[config.mk]
export PLATFORM = sky130hd
export DESIGN_NAME = swd_top
export DESIGN_NICKNAME = d
export VERILOG_FILES = /design/src/rtl/swd_pkg.sv /design/src/rtl/swd_chan_if.sv /design/src/rtl/swd_top.sv /design/src/rtl/swd_wake_chan.sv
export SDC_FILE = /design/constraint.sdc
export NUM_CORES = 1
export LEC_CHECK = 0
export ABC_AREA = 0
export BUFFER_PORTS_ARGS = -buffer_cell sky130_fd_sc_hd__buf_2
export CAP_MARGIN = 20
export CORE_MARGIN = 2
export CORE_UTILIZATION = 35
export CTS_BUF_LIST = sky130_fd_sc_hd__clkbuf_8
export DETAILED_ROUTE_END_ITERATION = 16
export PLACE_DENSITY = 0.63
export SLEW_MARGIN = 20
export SYNTH_ARGS = -nofsm -noshare
export SYNTH_HDL_FRONTEND = slang
export SYNTH_SLANG_ARGS = --single-unit
[constraint.sdc]
create_clock -name pclk -period 2.2 [get_ports pclk]
set_input_delay 0.11 -clock pclk [delete_from_list [all_inputs] [get_ports pclk]]
set_output_delay 0.11 -clock pclk [all_outputs]
set_load 0.05 [all_outputs]
[src/rtl/swd_pkg.sv]
// Constants, field layout and mode codes of the standby wake detect block.
// Assumes a 32-bit APB register port and two asynchronous wake request pins.
// Behaviour
// - Channel one detection mode lives in bits 14-12; codes low, high, fall, rise, both.
// - Channel zero detection mode lives in bits 6-4, same encoding as channel one.
// - Channel one seen-edge report, read only, bits 11-10: 01 rise, 10 fall, 11 both.
// - Channel zero seen-edge report, read only, bits 3-2, same encoding.
// - Seen-edge report is meaningful only in either-edge mode 100.
// - Clearing a channel's wake interrupt through the clear register also clears its report.
package swd_pkg;

    typedef enum logic [2:0] {
        SWD_MODE_LOW = 3'h0,
        SWD_MODE_HIGH = 3'h1,
        SWD_MODE_FALL = 3'h2,
        SWD_MODE_RISE = 3'h3,
        SWD_MODE_BOTH = 3'h4
    } swd_mode_type;

    localparam int SWD_CHANNELS = 2;
    localparam int SWD_ADDR_W = 8;

    // Register byte offsets.
    localparam logic [7:0] SWD_OFS_MODE = 8'h00;
    localparam logic [7:0] SWD_OFS_CLEAR = 8'h04;
    localparam logic [7:0] SWD_OFS_STATUS = 8'h08;
    localparam logic [7:0] SWD_OFS_MASK = 8'h0C;

    // Field positions in the mode register; channel one sits 8 bits above channel zero.
    localparam int SWD_CH_STRIDE = 8;
    localparam int SWD_POS_ENABLE = 0;
    localparam int SWD_POS_EDGE = 2;
    localparam int SWD_POS_MODE = 4;

    // Values after reset.
    localparam logic [2:0] SWD_RST_MODE = 3'h2;
    localparam logic SWD_RST_ENABLE = 1'h0;
    localparam logic [1:0] SWD_RST_EDGE = 2'h0;
    localparam logic [1:0] SWD_RST_PEND = 2'h0;
    localparam logic [1:0] SWD_RST_MASK = 2'h0;

    // Seen-edge report codes.
    localparam logic [1:0] SWD_EDGE_RISE = 2'h1;
    localparam logic [1:0] SWD_EDGE_FALL = 2'h2;

endpackage

[src/rtl/swd_chan_if.sv]
// Interface between the register block and one wake detection channel.
// Assumes both ends run on pclk.
`timescale 1ns/1ps
`default_nettype none
interface swd_chan_if;
    import swd_pkg::*;
    swd_mode_type mode;
    logic enable;
    logic clear_edge;
    logic hit;
    logic [1:0] seen_edge;

    modport ctrl (output mode, output enable, output clear_edge, input hit, input seen_edge);
    modport chan (input mode, input enable, input clear_edge, output hit, output seen_edge);
endinterface
`default_nettype wire

[src/rtl/swd_top.sv]
// Standby wake detect configuration: APB slave, mode register, clear, status and mask.
// Assumes an APB master on pclk and two asynchronous wake pins.
//
// Implementation choices: register access over APB and the register addresses.
`timescale 1ns/1ps
`default_nettype none
module swd_top
    import swd_pkg::*;
(
    input wire logic pclk,
    input wire logic presetn,
    input wire logic psel,
    input wire logic penable,
    input wire logic pwrite,
    input wire logic [SWD_ADDR_W-1:0] paddr,
    input wire logic [31:0] pwdata,
    input wire logic [3:0] pstrb,
    output logic [31:0] prdata,
    output logic pready,
    output logic pslverr,
    input wire logic wake_input_zero,
    input wire logic wake_input_one,
    output logic wake_release,
    output logic irq
);

    ////////////////////////////////////////////////////////////////////////////////
    // Bus decode.

    logic setup;
    logic access;
    logic hit_mode;
    logic hit_clear;
    logic hit_status;
    logic hit_mask;
    logic mapped;
    logic wr;
    logic [31:0] wmask;

    assign setup = psel & ~penable;
    assign access = psel & penable;
    assign hit_mode = paddr == SWD_OFS_MODE;
    assign hit_clear = paddr == SWD_OFS_CLEAR;
    assign hit_status = paddr == SWD_OFS_STATUS;
    assign hit_mask = paddr == SWD_OFS_MASK;
    assign mapped = hit_mode | hit_clear | hit_status | hit_mask;
    assign wr = access & pwrite & mapped;
    assign wmask = {{8{pstrb[3]}}, {8{pstrb[2]}}, {8{pstrb[1]}}, {8{pstrb[0]}}};

    // Zero wait states; an unmapped address is answered with an error.
    assign pready = 1'b1;
    assign pslverr = access & ~mapped;

    ////////////////////////////////////////////////////////////////////////////////
    // Channels.

    swd_chan_if ch_bus[SWD_CHANNELS] ();

    logic [SWD_CHANNELS-1:0] pins;
    logic [SWD_CHANNELS-1:0] hit;
    logic [SWD_CHANNELS-1:0] enable;
    logic [SWD_CHANNELS-1:0] next_enable;
    logic [SWD_CHANNELS-1:0] clear_edge;
    logic [2:0] mode [SWD_CHANNELS];
    logic [2:0] next_mode [SWD_CHANNELS];
    logic [1:0] seen [SWD_CHANNELS];
    logic [SWD_CHANNELS-1:0] pend;
    logic [SWD_CHANNELS-1:0] next_pend;
    logic [SWD_CHANNELS-1:0] mask;
    logic [SWD_CHANNELS-1:0] next_mask;
    logic [31:0] wdata_m;

    assign pins = {wake_input_one, wake_input_zero};
    assign wdata_m = pwdata & wmask;

    genvar gi;
    generate
        for (gi = 0; gi < SWD_CHANNELS; gi++) begin : g_ch
            localparam int BASE = gi * SWD_CH_STRIDE;

            assign ch_bus[gi].mode = swd_mode_type'(mode[gi]);
            assign ch_bus[gi].enable = enable[gi];
            assign ch_bus[gi].clear_edge = clear_edge[gi];
            assign hit[gi] = ch_bus[gi].hit;
            assign seen[gi] = ch_bus[gi].seen_edge;

            swd_wake_chan u_chan (
                .pclk(pclk),
                .presetn(presetn),
                .pin(pins[gi]),
                .ch(ch_bus[gi])
            );

            // Clear register write of a one, or status write-one-clear, ends the request.
            assign clear_edge[gi] = wr & (hit_clear | hit_status) & wdata_m[gi];

            always_comb begin
                next_mode[gi] = mode[gi];
                next_enable[gi] = enable[gi];
                if (wr && hit_mode && pstrb[(BASE / 8)]) begin
                    next_mode[gi] = pwdata[BASE + SWD_POS_MODE +: 3];
                    next_enable[gi] = pwdata[BASE + SWD_POS_ENABLE];
                end
                // An enabled channel's detection sets the pending bit; set beats clear.
                next_pend[gi] = (pend[gi] & ~clear_edge[gi]) | (enable[gi] & hit[gi]);
                next_mask[gi] = (wr && hit_mask && pstrb[0]) ? wdata_m[gi] : mask[gi];
            end

            always_ff @(posedge pclk or negedge presetn) begin
                if (!presetn) begin
                    mode[gi] <= SWD_RST_MODE;
                    enable[gi] <= SWD_RST_ENABLE;
                end else begin
                    mode[gi] <= next_mode[gi];
                    enable[gi] <= next_enable[gi];
                end
            end
        end
    endgenerate

    always_ff @(posedge pclk or negedge presetn) begin
        if (!presetn) begin
            pend <= SWD_RST_PEND;
            mask <= SWD_RST_MASK;
        end else begin
            pend <= next_pend;
            mask <= next_mask;
        end
    end

    ////////////////////////////////////////////////////////////////////////////////
    // Outputs towards standby control and the interrupt controller.

    logic next_release;
    logic next_irq;
    logic release_q;
    logic irq_q;

    // The interrupt follows the registered pending and mask bits, in step with the release.
    always_comb begin
        next_release = |pend;
        next_irq = |(pend & mask);
    end

    always_ff @(posedge pclk or negedge presetn) begin
        if (!presetn) begin
            release_q <= 1'b0;
            irq_q <= 1'b0;
        end else begin
            release_q <= next_release;
            irq_q <= next_irq;
        end
    end

    assign wake_release = release_q;
    assign irq = irq_q;

    ////////////////////////////////////////////////////////////////////////////////
    // Read data, captured in the setup cycle so that it comes from a flip-flop.

    logic [31:0] rd_mode;
    logic [31:0] rd_value;
    logic [31:0] next_prdata;
    logic [31:0] prdata_q;

    // Unused bits 15, 9, 7 and 1 read as zero and hold no storage.
    always_comb begin
        rd_mode = 32'h0;
        rd_mode[SWD_POS_MODE +: 3] = mode[0];
        rd_mode[SWD_POS_EDGE +: 2] = seen[0];
        rd_mode[SWD_POS_ENABLE] = enable[0];
        rd_mode[SWD_CH_STRIDE + SWD_POS_MODE +: 3] = mode[1];
        rd_mode[SWD_CH_STRIDE + SWD_POS_EDGE +: 2] = seen[1];
        rd_mode[SWD_CH_STRIDE + SWD_POS_ENABLE] = enable[1];
    end

    always_comb begin
        rd_value = 32'h0;
        if (hit_mode) begin
            rd_value = rd_mode;
        end else if (hit_status) begin
            rd_value[SWD_CHANNELS-1:0] = pend;
        end else if (hit_mask) begin
            rd_value[SWD_CHANNELS-1:0] = mask;
        end
        next_prdata = (setup && !pwrite) ? rd_value : prdata_q;
    end

    always_ff @(posedge pclk or negedge presetn) begin
        if (!presetn) begin
            prdata_q <= 32'h0;
        end else begin
            prdata_q <= next_prdata;
        end
    end

    assign prdata = prdata_q;

endmodule // swd_top
`default_nettype wire

[src/rtl/swd_wake_chan.sv]
// One wake request channel: pin synchroniser, level or edge detection, seen-edge report.
// Assumes the pin is asynchronous to pclk.
`timescale 1ns/1ps
`default_nettype none
module swd_wake_chan
    import swd_pkg::*;
(
    input wire logic pclk,
    input wire logic presetn,
    input wire logic pin,
    swd_chan_if.chan ch
);

    logic sync1;
    logic sync2;
    logic prev;
    logic [1:0] seen;
    logic [1:0] next_seen;
    logic rise;
    logic fall;

    always_ff @(posedge pclk or negedge presetn) begin
        if (!presetn) begin
            sync1 <= 1'b0;
            sync2 <= 1'b0;
            prev <= 1'b0;
            seen <= SWD_RST_EDGE;
        end else begin
            sync1 <= pin;
            sync2 <= sync1;
            prev <= sync2;
            seen <= next_seen;
        end
    end

    assign rise = sync2 & ~prev;
    assign fall = ~sync2 & prev;

    always_comb begin
        case (ch.mode)
            SWD_MODE_LOW: ch.hit = ~sync2;
            SWD_MODE_HIGH: ch.hit = sync2;
            SWD_MODE_FALL: ch.hit = fall;
            SWD_MODE_RISE: ch.hit = rise;
            SWD_MODE_BOTH: ch.hit = rise | fall;
            default: ch.hit = 1'b0;
        endcase
    end

    // A new edge wins over a clear in the same cycle.
    always_comb begin
        next_seen = ch.clear_edge ? SWD_RST_EDGE : seen;
        if (ch.enable && ch.mode == SWD_MODE_BOTH) begin
            if (rise) begin
                next_seen = next_seen | SWD_EDGE_RISE;
            end
            if (fall) begin
                next_seen = next_seen | SWD_EDGE_FALL;
            end
        end
    end

    assign ch.seen_edge = seen;

endmodule // swd_wake_chan
`default_nettype wire

Yosys cells after proc, flatten, opt, wreduce, memory -nomap -nowiden
Index checks and enable logic that the tools add are counted.
Storage, ports and cells
  register bits after elaboration: 56
  bits of input ports: 51
  output and inout port bits: 36
  logic and storage cells: 90
Cells by class
  equal/unequal tests: 11
  muxes and demuxes: 14
  bitwise operators: 34
  reductions and logical operators: 14
Operators with widths (number)
  2-bit two-way mux: 9
  1-bit bitwise AND: 16
  8-bit by 4-bit == test with 1-bit output, second input constant: 2
  13-bit two-way mux: 1
  3-bit by 2-bit == test with 1-bit output, second input constant: 4
  1-bit case mux with 5 select lines: 2
  8-bit by 3-bit == test with 1-bit output, second input constant: 1
  1-bit logical AND: 8
  8-bit logical NOT: 1
  1-bit inverter: 8
  1-bit OR: 8
  3-bit by 1-bit == test with 1-bit output, second input constant: 2
  3-bit == test, second input constant: 2
  3-bit logical NOT: 2
  2-bit bitwise AND: 2
  2-bit OR reduction: 2
  1-bit two-way mux: 2
  1-bit logical NOT: 1

Logic depth before layout (Yosys ltp)
  depth in word-level cells: 11
  mapped depth: 6
  mapped depth without buffers: 6

Cells and area by module
A second synthesis with hierarchy kept.
Second synthesis, totals
  cell total of the unflattened synthesis: 175
  area, all modules: 1865.5 um2
Modules (own cells, without submodules)
  swd_top: instances 1, cells each 131, area each 1382.6 um2, seq. area each 678.2 um2
  swd_wake_chan: instances 2, cells each 22, area each 241.5 um2, seq. area each 125.1 um2

Worst setup path after synthesis
Ideal clock, no wire load.
  kind: in2reg
  start point: input port paddr[7]
  end point: register mask[0]
  setup time: 125 ps
  data arrival time: 1492 ps
  data required time: 2075 ps
  slack: 583 ps
  stages: 4
  buffers on the path: 0
  cell sequence: or4_4 > or3_4 > nor2_1 > mux2_2
Between the ends
  longest elaborated chain between the ends: 7
  elaborated cells between the ends (all ways): 10
  classes of those cells: eq/ne: 3; bitwise: 4; reduce/logical: 3
Ends and longest elaborated chain
  start: declaration: line swd_top.sv:15  | input wire logic [SWD_ADDR_W-1:0] paddr,
  8-bit by 3-bit == test with 1-bit output / 8-bit logical NOT (equally long branches): line swd_top.sv:43, swd_top.sv:42
  1-bit OR (3 in series): line swd_top.sv:46  | assign mapped = hit_mode | hit_clear | hit_status | hit_mask;
  1-bit bitwise AND: line swd_top.sv:47  | assign wr = access & pwrite & mapped;
  1-bit logical AND * (2 in series): line swd_top.sv:106  | next_mask[gi] = (wr && hit_mask && pstrb[0]) ? wdata_m[gi] : mask[gi];
  end signal: assignment: line swd_top.sv:127  | mask <= next_mask;
  end: declaration: line swd_top.sv:69  | logic [SWD_CHANNELS-1:0] mask;
Mark *: on every way between the ends. The rest lies on a longest branch, timed or not.
A chain may end at the register's enable or synchronous reset.

Worst setup path in the final report
  start point: input port paddr[7]
  end point: output port pslverr
Between the ends
  longest elaborated chain between the ends: 6
  elaborated cells between the ends (all ways): 9
  classes of those cells: eq/ne: 3; bitwise: 5; reduce/logical: 1
Ends and longest elaborated chain
  8-bit by 3-bit == test with 1-bit output / 8-bit logical NOT (equally long branches): line swd_top.sv:43, swd_top.sv:42
  1-bit OR (2 in series): line swd_top.sv:46
  1-bit OR *: line swd_top.sv:46
  1-bit inverter *: line swd_top.sv:52  | assign pslverr = access & ~mapped;
  1-bit bitwise AND *: line swd_top.sv:52
  end: declaration: line swd_top.sv:20  | output logic pslverr,
Marked as above.

==> metrics.csv <==
metric,value,unit
yosys-mux-area-fraction,9.31,%
dp_cells,246,
tightestPinTransition,0.799,ns
final_cells,256,
cp_slowest_cell,or4_4,
drtIter0Drc,52,
antenna_found_initial,0,
finalNetCount,244,
yosys.area_share.simple,10.9,%
die-height,74.9,µm
hp-class,in2reg,
post-route-period-util,76.5,%
power_density,649,nW/µm²
path_depth,5,
drive_above_1_share,40.7,%
relSlewSlack,46.7,%
reg2regPathDepth,6,
start_util,36.8,%
cts-root-buf,clkbuf_8,
io_pins,87,
finalHoldViolations,0,
critPathArrivalTime,1.57,ns
synth_compound_area_share,11.6,%
port_buffers,41,
critical_path.cell_chain,buf_2 -> or4_4 -> or3_4 -> and3_2 -> buf_2,
fmax,594,MHz
cts_buffers,5,
die_width,74.9,µm
drv_slew,0,
crit_fanout,4,
fillerInstances,464,
die-area,5610,µm²
critical_path.top_delay_family,simple AND/OR/NAND/NOR gates,
wl_per_cell,12.4,µm
path_class,in2out,
cts.repair.resized,0,
remaining_drc_errors,0,
cts_buffer_depth,2,
clk_pin_slew,0.07,ns
setup_viol,0,
grt_usage,12.7,%
yosysSeqAreaShare,52.7,%
rrSetupSlack,0.74,ns
cp-end-kind,output pin,
avgViaCountPerCell,4.59,
skew,0.000799,ns
h-tree-depth,2,
synthXorXnorAreaFrac,0.995,%
post-route-util,43.3,%
synthToLayoutAreaGrowth,17.6,%
yosys_register_bits,37,
synth_fa_ha_area_share,2.84,%
period_needed,1.68,ns
rsz0062_at_grt,no,
hold_buffers,3,
yosys_warnings,0,
maxCapViolations,0,
r2r_start,g_ch[0].u_chan.sync2,
cts_tree,done,
rows,25,
antennaDiodeCount,0,
p_leak,0.00108,µW
status,"finished, final reports clean",
ys_types,35,
post_cts_buffers,0,
fp.coreArea,4790,µm²
synth_cells,142,
ant_nets,0,
place_congestion,0.741,
crit_top_cell,buf_2,
drt_wl_total,3180,µm
drt_pre_antenna_iters,4,
dp_hpwl,2360,µm
vias,1174,
rr_endpoint,pend[0],
grt_pass1_wl,5130,µm
synth_area,1760,µm²
grt_pass1_vias,1052,
crit_buf_inv,2,
totalNegativeSetupSlack,0,ns
cp-start-kind,primary input,
clk_latency,0.29,ns
crit_required,2.09,ns
endpoint,pslverr,
crit_start,paddr[7],
clkSinkCount,37,
worst_ir_drop_vdd,0.000396,V
grt_max_degree,38,
grt-ovfl-total,0,
avgSynthCellArea,12.4,µm²
synth_top_family_by_area,compound AO/OA/AOI/OAI gates,
slowest_delay,0.55,ns
==> logic make-up after synthesis <==
family / after synthesis
fa+ha+maj: 4
buf+inv: 29
flops: 37
mux: 15
compound gates: 23
other cells: 2
xor+xnor: 2
simple gates: 30
==> power breakdown <==
group	leakage, µW	switching [µW]	internal [µW]
combinational	0.000541	135	41.8
clock	0.0000485	218	243
sequential	0.000495	9.71	695
==> metrics by stage <==
| step | hold WS (ns) | setup WS, ns | instance area, µm² | total power [µW] |
|---|---|---|---|---|
| floorplan | -0.186 | 0.583 | 1830 | 869 |
| global placement | 0.218 | 0.271 | 1950 | 891 |
| detailed placement | 0.219 | 0.279 | 1950 | 892 |
| CTS | 0.0385 | 0.517 | 2070 | 1370 |
| global route | 0.0372 | 0.485 | 2070 | 1410 |
| finish | 0.0485 | 0.517 | 2070 | 1340 |
==> per-layer routing <==
| metal | vias to the layer above | wire [µm] | track usage [%] |
|---|---|---|---|
| li1 | 564 | - | - |
| met1 | 552 | 1480 | 18.1 |
| met2 | 50 | 1380 | 16.8 |
| met3 | 8 | 243 | 5.09 |
| met4 | 0 | 72 | 6.15 |
| met5 | - | 0 | 0 |
==> state kept, by name, indices dropped and copies added (netlist names), 2 cells and up <==
| register | flops |
|---|---|
| prdata | 13 |
| ch_bus.mode | 6 |
| g_ch.u_chan.ch.seen_edge | 4 |
| ch_bus.enable | 2 |
| g_ch.u_chan.prev | 2 |
| g_ch.u_chan.sync1 | 2 |
| g_ch.u_chan.sync2 | 2 |
| mask | 2 |
| pend | 2 |
==> layout make-up <==
| type | count | area, µm² | area share, % |
|---|---|---|---|
| clock buffers | 6 | 82.6 | 3.99 |
| clock inverters | 1 | 3.75 | 0.181 |
| inverters | 5 | 18.8 | 0.906 |
| multi-input cells | 94 | 703 | 34.0 |
| flip-flops and latches | 37 | 928 | 44.8 |
| well taps | 67 | 83.8 | 4.05 |
| repair buffers | 46 | 250 | 12.1 |
==> worst min path at each step <==
stage	startpoint	end	slack (ns)	cells past startpoint
3_5_place_dp	wake_input_zero	g_ch[0].u_chan.sync1	0.22	1
4_1_cts	pwdata[12]	ch_bus[1].mode[0]	0.04	2
6_report	pwdata[4]	ch_bus[0].mode[0]	0.05	2
5_1_grt	pwdata[12]	ch_bus[1].mode[0]	0.04	2
2_1_floorplan	presetn	ch_bus[0].enable	-0.19	0
3_3_place_gp	wake_input_zero	g_ch[0].u_chan.sync1	0.22	1
==> cells in the final DEF (no fill, tap or decap), types with 2 or more instances in the layout <==
master / instances
nand3_1: 3
buf_2: 41
mux2i_1: 4
a211o_1: 2
o21ai_0: 2
nor3b_1: 2
dfstp_2: 2
dlygate4sd3_1: 3
a22o_1: 7
conb_1: 20
buf_4: 2
nor3_1: 3
a22o_2: 10
nor2_1: 3
inv_1: 6
mux2_2: 11
nand4_1: 4
clkbuf_8: 6
ha_1: 4
nand2_1: 5
dfrtp_1: 35
==> Yosys cell counts (all sizes together) <==
library cell,n,share of area (%)
a211o,2,1.0
a21oi,1,0.28
a221o,1,0.57
a22o,17,9.2
and3,2,0.78
buf,23,9.9
clkbuf,1,0.21
conb,2,0.43
dfrtp,35,50
dfstp,2,3.0
ha,4,2.8
inv,5,1.1
mux2,11,7.0
mux2i,4,2.3
nand2,5,1.1
nand2b,1,0.36
nand3,3,0.85
nand4,4,1.4
nor2,3,0.64
nor2b,1,0.36
nor3,3,0.85
nor3b,2,0.85
nor4,2,1.6
nor4bb,1,0.57
o21ai,2,0.57
or2,1,0.36
or3,1,0.64
or4,1,0.64
xnor2,1,0.50
xor2,1,0.50
(Power assumes the default switching activity.)
